==> config.mk <==
export PLATFORM = sky130hd
export DESIGN_NAME = ofs_supervisor
export DESIGN_NICKNAME = d
export VERILOG_FILES = /design/src/hw/ofs_pkg.sv /design/src/hw/ofs_target_ramp.sv /design/src/hw/ofs_supervisor.sv
export VERILOG_INCLUDE_DIRS = /design/src /design/src/hw
export SDC_FILE = /design/constraint.sdc
export NUM_CORES = 2
export LEC_CHECK = 0
export BUFFER_PORTS_ARGS = -buffer_cell sky130_fd_sc_hd__buf_2
export CORE_ASPECT_RATIO = 0.6
export CORE_MARGIN = 4
export CORE_UTILIZATION = 56
export DETAILED_ROUTE_END_ITERATION = 10
export GPL_TIMING_DRIVEN = 0
export PLACE_DENSITY_LB_ADDON = 0.1
export SYNTH_ARGS = -nofsm -noshare
export SYNTH_HDL_FRONTEND = slang
export SYNTH_SLANG_ARGS = --single-unit
==> constraint.sdc <==
create_clock -name sys_clk_i -period 9.8 [get_ports sys_clk_i]
set_input_delay 2.94 -clock sys_clk_i [delete_from_list [all_inputs] [get_ports sys_clk_i]]
set_output_delay 2.94 -clock sys_clk_i [all_outputs]
set_load 0.02 [all_outputs]
==> src/hw/ofs_map.svh <==
`ifndef OFS_MAP_SVH
`define OFS_MAP_SVH

// clock and time bases
`define OFS_CLK_PERIOD_NS 100
`define OFS_TICK_NS 1000000
`define OFS_RAMP_TICK_NS 1000

// undervoltage offset ranges, mV
`define OFS_UVF_OFS_MIN 13'h0020
`define OFS_UVF_OFS_MAX 13'h01C0
`define OFS_UVF_STEP 13'h0020
`define OFS_UVW_OFS_MIN 13'h0018
`define OFS_UVW_OFS_MAX 13'h01C0
`define OFS_UVW_STEP 13'h0008

// per-phase valley limit range, A
`define OFS_OCL_MIN 8'h11
`define OFS_OCL_MAX 8'h82
// channel current limit reset value, A
`define OFS_OCF_RST 10'h3FF

// temperature limit range, degC
`define OFS_OT_MIN 8'h5A
`define OFS_OT_MAX 8'hA0

// phase selector codes for the current limit write
`define OFS_PHASE_ALL 8'hFF
`define OFS_PHASE_ONE 8'h00

// load-line slope fraction bits (slope LSB = 1/8 mOhm)
`define OFS_SLOPE_FRAC 3

// status bit positions
`define OFS_ST_TON 0
`define OFS_ST_BND 1
`define OFS_ST_UVF 2
`define OFS_ST_UVW 3
`define OFS_ST_OCF 4
`define OFS_ST_OCW 5
`define OFS_ST_SHR 6
`define OFS_ST_OTF 7
`define OFS_ST_OTW 8
`define OFS_ST_W 9

// ignore-response bit positions
`define OFS_IGN_TON 0
`define OFS_IGN_UVF 1
`define OFS_IGN_OCF 2
`define OFS_IGN_OTF 3

// class bit positions
`define OFS_CL_SUM 0
`define OFS_CL_VOUT 1
`define OFS_CL_IOUT 2
`define OFS_CL_TEMP 3

// margin select codes
`define OFS_MRG_HIGH 2'h1
`define OFS_MRG_LOW 2'h2

`endif

==> src/hw/ofs_pkg.sv <==
package ofs_pkg;

  typedef logic [12:0] ofs_mv_t;

  typedef enum logic [1:0] {
    OFS_TON_IDLE = 2'b00,
    OFS_TON_RUN = 2'b01,
    OFS_TON_DONE = 2'b10
  } ofs_ton_t;

  function automatic ofs_mv_t ofs_clamp_mv(input ofs_mv_t v, input ofs_mv_t lo,
                                           input ofs_mv_t hi);
    if (v < lo) begin
      return lo;
    end
    if (v > hi) begin
      return hi;
    end
    return v;
  endfunction

  // saturates at zero so limits never wrap to a huge value
  function automatic ofs_mv_t ofs_sub_sat(input ofs_mv_t a, input ofs_mv_t b);
    return (a > b) ? ofs_mv_t'(a - b) : '0;
  endfunction

endpackage

==> src/hw/ofs_target_ramp.sv <==
`include "ofs_map.svh"

module ofs_target_ramp import ofs_pkg::*; (
  // clock and reset
  input wire logic sys_clk_i,
  input wire logic rst_i,
  // ramp control
  input wire logic step_en_i,
  input wire logic [7:0] step_i,
  input ofs_mv_t req_i,
  input ofs_mv_t min_i,
  input ofs_mv_t max_i,
  // results
  output ofs_mv_t target_o,
  output logic bound_o
);

  typedef struct packed {
    ofs_mv_t tgt;
    logic bound;
  } ofs_ramp_t;

  ofs_ramp_t st_r;
  ofs_ramp_t st_nxt;

  always_comb begin
    ofs_mv_t goal;
    ofs_mv_t stp;
    goal = ofs_clamp_mv(req_i, min_i, max_i);
    stp = {5'h00, step_i};
    st_nxt = st_r;
    st_nxt.bound = (req_i < min_i) || (req_i > max_i);
    if (step_en_i) begin
      if (st_r.tgt < goal) begin
        st_nxt.tgt = (goal - st_r.tgt > stp) ? ofs_mv_t'(st_r.tgt + stp) : goal;
      end else if (st_r.tgt > goal) begin
        st_nxt.tgt = (st_r.tgt - goal > stp) ? ofs_mv_t'(st_r.tgt - stp) : goal;
      end
    end
    // a bound moved under the target: snap rather than ramp out of range
    st_nxt.tgt = ofs_clamp_mv(st_nxt.tgt, min_i, max_i);
  end

  always_ff @(posedge sys_clk_i or posedge rst_i) begin
    if (rst_i) begin
      st_r <= '0;
    end else begin
      st_r <= st_nxt;
    end
  end

  assign target_o = st_r.tgt;
  assign bound_o = st_r.bound;
endmodule

==> src/hw/ofs_supervisor.sv <==
`include "ofs_map.svh"

// Contract
// - time turn-on from first pulses; fault if deadline passes before output is high enough.
// - arm undervoltage fault detection at the first pwm pulses of the rise.
// - turn-on fault, unless ignored, tristates the rail's pwm; sets status, alert.
// - output target never ramps outside the min and max bounds.
// - out-of-bound request raises bound warning; target ramps and stops at bound.
// - channel overcurrent fault when summed phase current exceeds limit written with FFh.
// - withhold pwm from a phase above the valley limit; nothing else happens.
// - valley limit comes from the 00h selector write, held within 17 to 130 A.
// - summed current above warning limit sets status bits and alert.
// - overcurrent fault, unless ignored, tristates the rail's pwm; sets status, alert.
// - compare each phase with channel average; warn when deviation reaches threshold.
// - balance warning sets status and alert, conversion continues.
// - overheat fault when channel temperature exceeds limit held within 90 to 160.
// - overheat warning above its own limit sets status bits and alert.
// - overheat fault, unless ignored, tristates the rail's pwm; sets status, alert.
// - target changes keep stored undervoltage offsets; limits reported as target minus offsets.
// - undervoltage limit write stores (target minus limit) divided by loop scale.
// - fault offsets 32 to 448 mV step 32; warning 24 to 448 step 8.
module ofs_supervisor import ofs_pkg::*; #(
  parameter int NPH = 3,
  parameter int TICK_CYC = `OFS_TICK_NS / `OFS_CLK_PERIOD_NS,
  parameter int RAMP_CYC = `OFS_RAMP_TICK_NS / `OFS_CLK_PERIOD_NS
) (
  // clock and reset
  input wire logic sys_clk_i,
  input wire logic rst_i,
  // channel enable and modulator pulses
  input wire logic [1:0] conv_en_i,
  input wire logic [1:0][NPH-1:0] pwm_req_i,
  // output target request
  input ofs_mv_t [1:0] target_cmd_i,
  input ofs_mv_t [1:0] margin_hi_i,
  input ofs_mv_t [1:0] margin_lo_i,
  input wire logic [1:0][1:0] margin_sel_i,
  input wire logic [1:0][7:0] trim_i,
  input ofs_mv_t [1:0] vmin_i,
  input ofs_mv_t [1:0] vmax_i,
  input wire logic [1:0][7:0] ramp_step_i,
  // undervoltage limit writes
  input wire logic [1:0] uvf_wr_i,
  input wire logic [1:0] uvw_wr_i,
  input ofs_mv_t uv_lim_val_i,
  input wire logic [1:0][1:0] scale_log2_i,
  // current limits and telemetry
  input wire logic [1:0] oc_lim_wr_i,
  input wire logic [7:0] oc_lim_phase_i,
  input wire logic [9:0] oc_lim_val_i,
  input wire logic [1:0][9:0] ocw_lim_i,
  input wire logic [1:0][7:0] share_thr_i,
  input wire logic [1:0][7:0] slope_i,
  input wire logic [1:0][NPH-1:0][7:0] iph_i,
  // temperature
  input wire logic [1:0][7:0] temp_i,
  input wire logic [1:0][7:0] otf_lim_i,
  input wire logic [1:0][7:0] otw_lim_i,
  // output sense and turn-on deadline (ms)
  input ofs_mv_t [1:0] vsense_i,
  input wire logic [1:0][15:0] ton_lim_i,
  // response and status control
  input wire logic [1:0][3:0] ign_i,
  input wire logic [1:0][`OFS_ST_W-1:0] mask_i,
  input wire logic [1:0][`OFS_ST_W-1:0] clr_i,
  // power stage pins
  output logic [1:0][NPH-1:0] pwm_o,
  output logic [1:0][NPH-1:0] pwm_oe_n_o,
  // target and reported limits
  output ofs_mv_t [1:0] target_o,
  output ofs_mv_t [1:0] uvf_rpt_o,
  output ofs_mv_t [1:0] uvw_rpt_o,
  // status
  output logic [1:0][`OFS_ST_W-1:0] stat_o,
  output logic [1:0][3:0] class_o,
  output logic host_alert_n_o
);

  localparam int TW = $clog2(TICK_CYC + 1);
  localparam int RW = $clog2(RAMP_CYC + 1);

  typedef struct packed {
    logic [TW-1:0] tick_cnt;
    logic tick;
    logic [RW-1:0] ramp_cnt;
    logic ramp_tick;
    logic [1:0][9:0] ocf_lim;
    logic [1:0][7:0] ocl_lim;
    logic [1:0][12:0] uvf_ofs;
    logic [1:0][12:0] uvw_ofs;
    ofs_ton_t [1:0] ton_st;
    logic [1:0][15:0] ton_cnt;
    logic [1:0] uv_arm;
    logic [1:0] shut;
    logic [1:0][`OFS_ST_W-1:0] stat;
    logic [1:0][3:0] cls;
    logic [1:0][NPH-1:0] pwm;
    logic [1:0][NPH-1:0] pwm_oe_n;
    logic [1:0][12:0] uvf_rpt;
    logic [1:0][12:0] uvw_rpt;
    logic alert_n;
  } ofs_state_t;

  ofs_state_t state_r;
  ofs_state_t state_nxt;
  ofs_mv_t [1:0] tgt_w;
  logic [1:0] bound_w;

  // load-line drop in mV, saturated to the voltage range
  function automatic ofs_mv_t drop_mv(input logic [7:0] slope, input logic [11:0] amp);
    logic [19:0] p;
    p = slope * amp;
    p = p >> `OFS_SLOPE_FRAC;
    return (|p[19:13]) ? 13'h1FFF : p[12:0];
  endfunction

  function automatic ofs_mv_t quant_ofs(input ofs_mv_t v, input ofs_mv_t lo, input ofs_mv_t hi,
                                        input ofs_mv_t step);
    ofs_mv_t c;
    c = ofs_clamp_mv(v, lo, hi);
    return c & ~ofs_mv_t'(step - 13'h0001);
  endfunction

  function automatic logic [7:0] clamp8(input logic [7:0] v, input logic [7:0] lo,
                                        input logic [7:0] hi);
    return (v < lo) ? lo : ((v > hi) ? hi : v);
  endfunction

  function automatic ofs_mv_t req_calc(input ofs_mv_t cmd, input ofs_mv_t hi, input ofs_mv_t lo,
                                       input logic [1:0] sel, input logic [7:0] trim);
    ofs_mv_t base;
    logic [7:0] mag;
    base = (sel == `OFS_MRG_HIGH) ? hi : ((sel == `OFS_MRG_LOW) ? lo : cmd);
    mag = 8'(~trim + 8'h01);
    return trim[7] ? ofs_sub_sat(base, {5'h00, mag}) : ofs_mv_t'(base + {5'h00, trim});
  endfunction

  for (genvar g = 0; g < 2; g++) begin : g_ramp
    ofs_target_ramp u_ramp (
      .sys_clk_i(sys_clk_i),
      .rst_i(rst_i),
      .step_en_i(state_r.ramp_tick),
      .step_i(ramp_step_i[g]),
      .req_i(req_calc(target_cmd_i[g], margin_hi_i[g], margin_lo_i[g], margin_sel_i[g],
                      trim_i[g])),
      .min_i(vmin_i[g]),
      .max_i(vmax_i[g]),
      .target_o(tgt_w[g]),
      .bound_o(bound_w[g])
    );
  end

  always_comb begin
    logic [11:0] isum;
    logic [11:0] avg;
    logic [11:0] iph;
    logic [`OFS_ST_W-1:0] ev;
    logic kill;
    logic run;
    ofs_mv_t drop;
    ofs_mv_t vton;
    ofs_mv_t diff;
    logic alert;
    isum = '0;
    avg = '0;
    iph = '0;
    ev = '0;
    kill = 1'b0;
    run = 1'b0;
    drop = '0;
    vton = '0;
    diff = '0;
    alert = 1'b0;
    state_nxt = state_r;

    // one-cycle enables from the two dividers
    state_nxt.tick = 1'b0;
    if (state_r.tick_cnt == TW'(TICK_CYC - 1)) begin
      state_nxt.tick_cnt = '0;
      state_nxt.tick = 1'b1;
    end else begin
      state_nxt.tick_cnt = TW'(state_r.tick_cnt + 1'b1);
    end
    state_nxt.ramp_tick = 1'b0;
    if (state_r.ramp_cnt == RW'(RAMP_CYC - 1)) begin
      state_nxt.ramp_cnt = '0;
      state_nxt.ramp_tick = 1'b1;
    end else begin
      state_nxt.ramp_cnt = RW'(state_r.ramp_cnt + 1'b1);
    end

    for (int c = 0; c < 2; c++) begin
      isum = '0;
      for (int p = 0; p < NPH; p++) begin
        isum = 12'(isum + {4'h0, iph_i[c][p]});
      end
      avg = 12'(isum / NPH);
      ev = '0;

      // limit writes
      if (oc_lim_wr_i[c] && oc_lim_phase_i == `OFS_PHASE_ALL) begin
        state_nxt.ocf_lim[c] = oc_lim_val_i;
      end
      if (oc_lim_wr_i[c] && oc_lim_phase_i == `OFS_PHASE_ONE) begin
        // the 8-bit limit would wrap above 255 A, so saturate first
        state_nxt.ocl_lim[c] = clamp8((|oc_lim_val_i[9:8]) ? 8'hFF : oc_lim_val_i[7:0],
                                      `OFS_OCL_MIN, `OFS_OCL_MAX);
      end
      diff = ofs_sub_sat(tgt_w[c], uv_lim_val_i) >> scale_log2_i[c];
      if (uvf_wr_i[c]) begin
        state_nxt.uvf_ofs[c] = quant_ofs(diff, `OFS_UVF_OFS_MIN, `OFS_UVF_OFS_MAX,
                                         `OFS_UVF_STEP);
      end
      if (uvw_wr_i[c]) begin
        state_nxt.uvw_ofs[c] = quant_ofs(diff, `OFS_UVW_OFS_MIN, `OFS_UVW_OFS_MAX,
                                         `OFS_UVW_STEP);
      end
      // reported limits follow the live target, offsets stay put
      state_nxt.uvf_rpt[c] = ofs_sub_sat(tgt_w[c], state_nxt.uvf_ofs[c]);
      state_nxt.uvw_rpt[c] = ofs_sub_sat(tgt_w[c], state_nxt.uvw_ofs[c]);

      // undervoltage, armed from the first pulse of the rise
      state_nxt.uv_arm[c] = conv_en_i[c] && (state_r.uv_arm[c] || |pwm_req_i[c]);
      drop = drop_mv(slope_i[c], isum);
      ev[`OFS_ST_UVF] = state_r.uv_arm[c] &&
                        (vsense_i[c] < ofs_sub_sat(state_r.uvf_rpt[c], drop));
      ev[`OFS_ST_UVW] = state_r.uv_arm[c] &&
                        (vsense_i[c] < ofs_sub_sat(state_r.uvw_rpt[c], drop));

      // turn-on deadline, counted in ms ticks
      vton = ofs_sub_sat(state_r.uvf_rpt[c],
                         drop_mv(slope_i[c], {2'b00, state_r.ocf_lim[c]}));
      unique case (state_r.ton_st[c])
        OFS_TON_IDLE: begin
          state_nxt.ton_cnt[c] = '0;
          if (conv_en_i[c] && |pwm_req_i[c]) begin
            state_nxt.ton_st[c] = OFS_TON_RUN;
          end
        end
        OFS_TON_RUN: begin
          if (vsense_i[c] > vton) begin
            state_nxt.ton_st[c] = OFS_TON_DONE;
          end else if (state_r.ton_cnt[c] >= ton_lim_i[c]) begin
            ev[`OFS_ST_TON] = 1'b1;
            state_nxt.ton_st[c] = OFS_TON_DONE;
          end else if (state_r.tick) begin
            state_nxt.ton_cnt[c] = 16'(state_r.ton_cnt[c] + 1'b1);
          end
        end
        OFS_TON_DONE: begin
        end
        default: begin
          state_nxt.ton_st[c] = OFS_TON_IDLE;
        end
      endcase
      if (!conv_en_i[c]) begin
        state_nxt.ton_st[c] = OFS_TON_IDLE;
      end

      // bound, current and temperature conditions
      ev[`OFS_ST_BND] = bound_w[c];
      ev[`OFS_ST_OCF] = isum > {2'b00, state_r.ocf_lim[c]};
      ev[`OFS_ST_OCW] = isum > {2'b00, ocw_lim_i[c]};
      for (int p = 0; p < NPH; p++) begin
        iph = {4'h0, iph_i[c][p]};
        if ((iph >= avg && 12'(iph - avg) >= {4'h0, share_thr_i[c]}) ||
            (avg > iph && 12'(avg - iph) >= {4'h0, share_thr_i[c]})) begin
          ev[`OFS_ST_SHR] = 1'b1;
        end
      end
      ev[`OFS_ST_OTF] = temp_i[c] > clamp8(otf_lim_i[c], `OFS_OT_MIN, `OFS_OT_MAX);
      ev[`OFS_ST_OTW] = temp_i[c] > clamp8(otw_lim_i[c], `OFS_OT_MIN, `OFS_OT_MAX);

      // sticky status, a new event beats a clear in the same cycle
      state_nxt.stat[c] = (state_r.stat[c] & ~clr_i[c]) | ev;

      // warnings (incl. balance) never stop conversion
      kill = (ev[`OFS_ST_TON] && !ign_i[c][`OFS_IGN_TON]) ||
             (ev[`OFS_ST_UVF] && !ign_i[c][`OFS_IGN_UVF]) ||
             (ev[`OFS_ST_OCF] && !ign_i[c][`OFS_IGN_OCF]) ||
             (ev[`OFS_ST_OTF] && !ign_i[c][`OFS_IGN_OTF]);
      // latched off until the channel is disabled again
      state_nxt.shut[c] = conv_en_i[c] && (state_r.shut[c] || kill);
      run = conv_en_i[c] && !state_nxt.shut[c];
      for (int p = 0; p < NPH; p++) begin
        state_nxt.pwm[c][p] = run && pwm_req_i[c][p] &&
                              !(iph_i[c][p] > state_r.ocl_lim[c]);
        state_nxt.pwm_oe_n[c][p] = !run;
      end

      state_nxt.cls[c][`OFS_CL_SUM] = |state_nxt.stat[c];
      state_nxt.cls[c][`OFS_CL_VOUT] = state_nxt.stat[c][`OFS_ST_TON] ||
                                       state_nxt.stat[c][`OFS_ST_BND] ||
                                       state_nxt.stat[c][`OFS_ST_UVF] ||
                                       state_nxt.stat[c][`OFS_ST_UVW];
      state_nxt.cls[c][`OFS_CL_IOUT] = state_nxt.stat[c][`OFS_ST_OCF] ||
                                       state_nxt.stat[c][`OFS_ST_OCW] ||
                                       state_nxt.stat[c][`OFS_ST_SHR];
      state_nxt.cls[c][`OFS_CL_TEMP] = state_nxt.stat[c][`OFS_ST_OTF] ||
                                       state_nxt.stat[c][`OFS_ST_OTW];
      alert = alert || |(state_nxt.stat[c] & ~mask_i[c]);
    end
    state_nxt.alert_n = !alert;
  end

  always_ff @(posedge sys_clk_i or posedge rst_i) begin
    if (rst_i) begin
      state_r <= '0;
      state_r.ocf_lim <= {2{`OFS_OCF_RST}};
      state_r.ocl_lim <= {2{`OFS_OCL_MAX}};
      state_r.uvf_ofs <= {2{`OFS_UVF_OFS_MAX}};
      state_r.uvw_ofs <= {2{`OFS_UVW_OFS_MAX}};
      state_r.pwm_oe_n <= '1;
      state_r.alert_n <= 1'b1;
    end else begin
      state_r <= state_nxt;
    end
  end

  assign pwm_o = state_r.pwm;
  assign pwm_oe_n_o = state_r.pwm_oe_n;
  assign target_o = tgt_w;
  assign uvf_rpt_o = state_r.uvf_rpt;
  assign uvw_rpt_o = state_r.uvw_rpt;
  assign stat_o = state_r.stat;
  assign class_o = state_r.cls;
  assign host_alert_n_o = state_r.alert_n;
endmodule

==> out/metrics.cfg <==
[run_status]
status = finished, violations left
failed_checks = setup timing

[sta]
worst_pin_slew_ns = 1.25
slew_violations = 0
fin_ws_ns = -3.66
relSlewSlack = 0.156
rsz0062_at_grt = yes
finalCriticalPeriod_ns = 13.46
hold_violations = 0
final-setup-viol-count = 87
fmax_ghz = 0.0743
finClkSkew_ns = 0.0220
post-route-period-util = 1.37

[synthesis]
synth_area_um2 = 54600
yosysTopAreaCellShare = 0.225
synth_area_leader_cell = ha_1
ys_ff_latch = 263
yosysSeqAreaShare = 0.122
synth_fp_nets = 8656
synth.top_cells.by_area = ha_1, dfrtp_1, fa_1
synth-edff-count = 0
synthArstFlopShare = 1.00
ys_types = 113
synth.avg_cell_area_um2 = 7.83
yosysWarningCount = 0
synth_flop_cell = dfrtp_1
synthCells = 6964

[drt]
drcViolationCount = 0
drtPass1Iterations = 8
vias = 56800
avgRoutedWirePerCell_um = 21.6
vias_per_cell = 6.06
antenna_left = 0
routed_wl_um = 202000
drt_iter0_drc = 5397

[floorplanning]
core.rowCount = 88
die_w_um = 411
dieArea_um2 = 103000
coreArea_um2 = 96300
start_util = 0.566
die_h_um = 250
io_pins = 584

[worst_setup_path]
critPathKind = input pin to flip-flop
cp.arrival_ns = 13.99
crit_family = compound AO/OA/AOI/OAI gates
crit_fanout = 8
cp-end-kind = flip-flop
cp_common_cell = o21a_1
slowest_stage = or4_4
crit_required_ns = 10.34
cpPeakStageDelay_ns = 0.55
worst-path-buf-inv = 7
cp-start-kind = input pin

[placement]
finalWeightedCongestion = 0.996
dp.final_hpwl_um = 157000
port_buffers = 566

[finish]
drive_gt1_frac = 0.276
final_cell_mix = ha_1, inv_1, buf_2
area_delta_synth_final_pct = 28.6
final_common_cell = ha_1
final_util = 0.728
fin_nets = 9716
nFillCells = 7513

[global_routing]
grt_max_degree = 42
grtUsageTotal = 0.366
grt_pass1_vias = 53400
antenna_found_initial = 26
grt_pass1_wl_um = 301000
grt_overflow = 0

[run]
drv_cap = 0

[clock_network]
cts_sinks = 263
cts_tree = yes
htreeDepth = 1
worst_skew_pair.late_latency_ns = 0.65
ctsHoldBuffers = 0
cts_buffer_depth = 3
clk_pin_slew_worst_paths_ns = 0.07
numCtsBuffers = 31
clockRootBuffer = clkbuf_16

[min_path]
hp-class = flip-flop to flip-flop

what timing repair did:
action                     CTS  global route
pin swaps                  346           406
setup endpoints to repair   87            87
gates resized for setup    580           518
setup buffers              296           171
cloned                       4             6
worst min-delay path, cell delays in order, from the launching register on:
cell     delay [ns]
dfrtp_1        0.32
nand2_1        0.07
inv_1          0.05
final cells by class:
| class | instances | area (µm²) | share of cell area |
|---|---|---|---|
| tap | 1305 | 1630 | 0.0233 |
| sequential | 263 | 6630 | 0.0945 |
| antenna | 21 | 52.6 | 0.000749 |
| multi-input combinational | 5532 | 48100 | 0.686 |
| timing repair buffer | 1042 | 6950 | 0.0991 |
| clock inverter | 23 | 262 | 0.00373 |
| buffer | 260 | 2310 | 0.0329 |
| inverter | 894 | 3400 | 0.0485 |
| clock buffer | 35 | 821 | 0.0117 |
metal layers:
metal,vias to the layer above,GRT usage,wire [µm]
met5,-,0,35
met4,6,0.142,9370
met3,488,0.0703,20700
met2,2780,0.527,83800
met1,27200,0.537,88200
li1,26300,-,-
worst paths after layout:
check | startpoint | to | slack (ns) | depth (start not counted)
max | trim_i[3] | g_ramp[0].u_ramp.target_o[10] | -3.66 | 53
min | state_r[133] | state_r[133] | 0.47 | 2
max reg2reg | state_r[212] | class_o[4] | -0.24 | 44
min reg2reg | state_r[133] | state_r[133] | 0.47 | 2
max in group asynchronous | rst_i | state_r[150] | 6.15 | 5
min in group asynchronous | rst_i | state_r[100] | 2.41 | 2
synth_stat cells (49+ instances only):
cell	instances
a211oi_1	61
a21boi_0	75
a21o_1	227
a21oi_1	425
and2_1	171
and3_1	49
buf_4	91
clkbuf_1	160
dfrtp_1	224
fa_1	246
ha_1	979
inv_1	887
mux2i_1	96
nand2_1	553
nand2b_1	106
nand3_1	126
nand4_1	109
nor2_1	485
nor2b_1	167
nor3_1	114
o211ai_1	62
o21a_1	82
o21ai_0	453
or2_2	51
or3_1	63
xnor2_1	193
xor2_1	93
sequential cells by signal, indices dropped and copies added (netlist names):
register                flops
class_o                     8
g_ramp.u_ramp.bound_o       2
g_ramp.u_ramp.target_o     26
host_alert_n_o              1
pwm_o                       6
pwm_oe_n_o                  2
stat_o                     18
state_r                   148
uvf_rpt_o                  26
uvw_rpt_o                  26
per-stage QoR:
step | cells | setup TNS, ns | area (µm²) | worst slack [ns] | hold WS [ns]
after floorplan | 6964 | -165.83 | 56100 | -3.33 | 0.426
after global placement | 8835 | -324.37 | 60600 | -6.31 | 0.447
after detailed placement | 8843 | -332.83 | 60700 | -6.30 | 0.458
after CTS | 9189 | -174.64 | 66700 | -3.48 | 0.475
after global routing | 9374 | -222.62 | 70200 | -3.91 | 0.488
final | 9375 | -197.92 | 70200 | -3.66 | 0.473
logic make-up after synthesis:
family / share of synthesized area
compound gates: 0.207
buf+inv: 0.0876
mux: 0.0272
xor+xnor: 0.0465
fa+ha+maj: 0.315
simple gates: 0.195
flops: 0.122
Power is left out: the tool's default activity adds up to more than one toggle a clock period on the data nets, which glitch-free logic cannot reach.
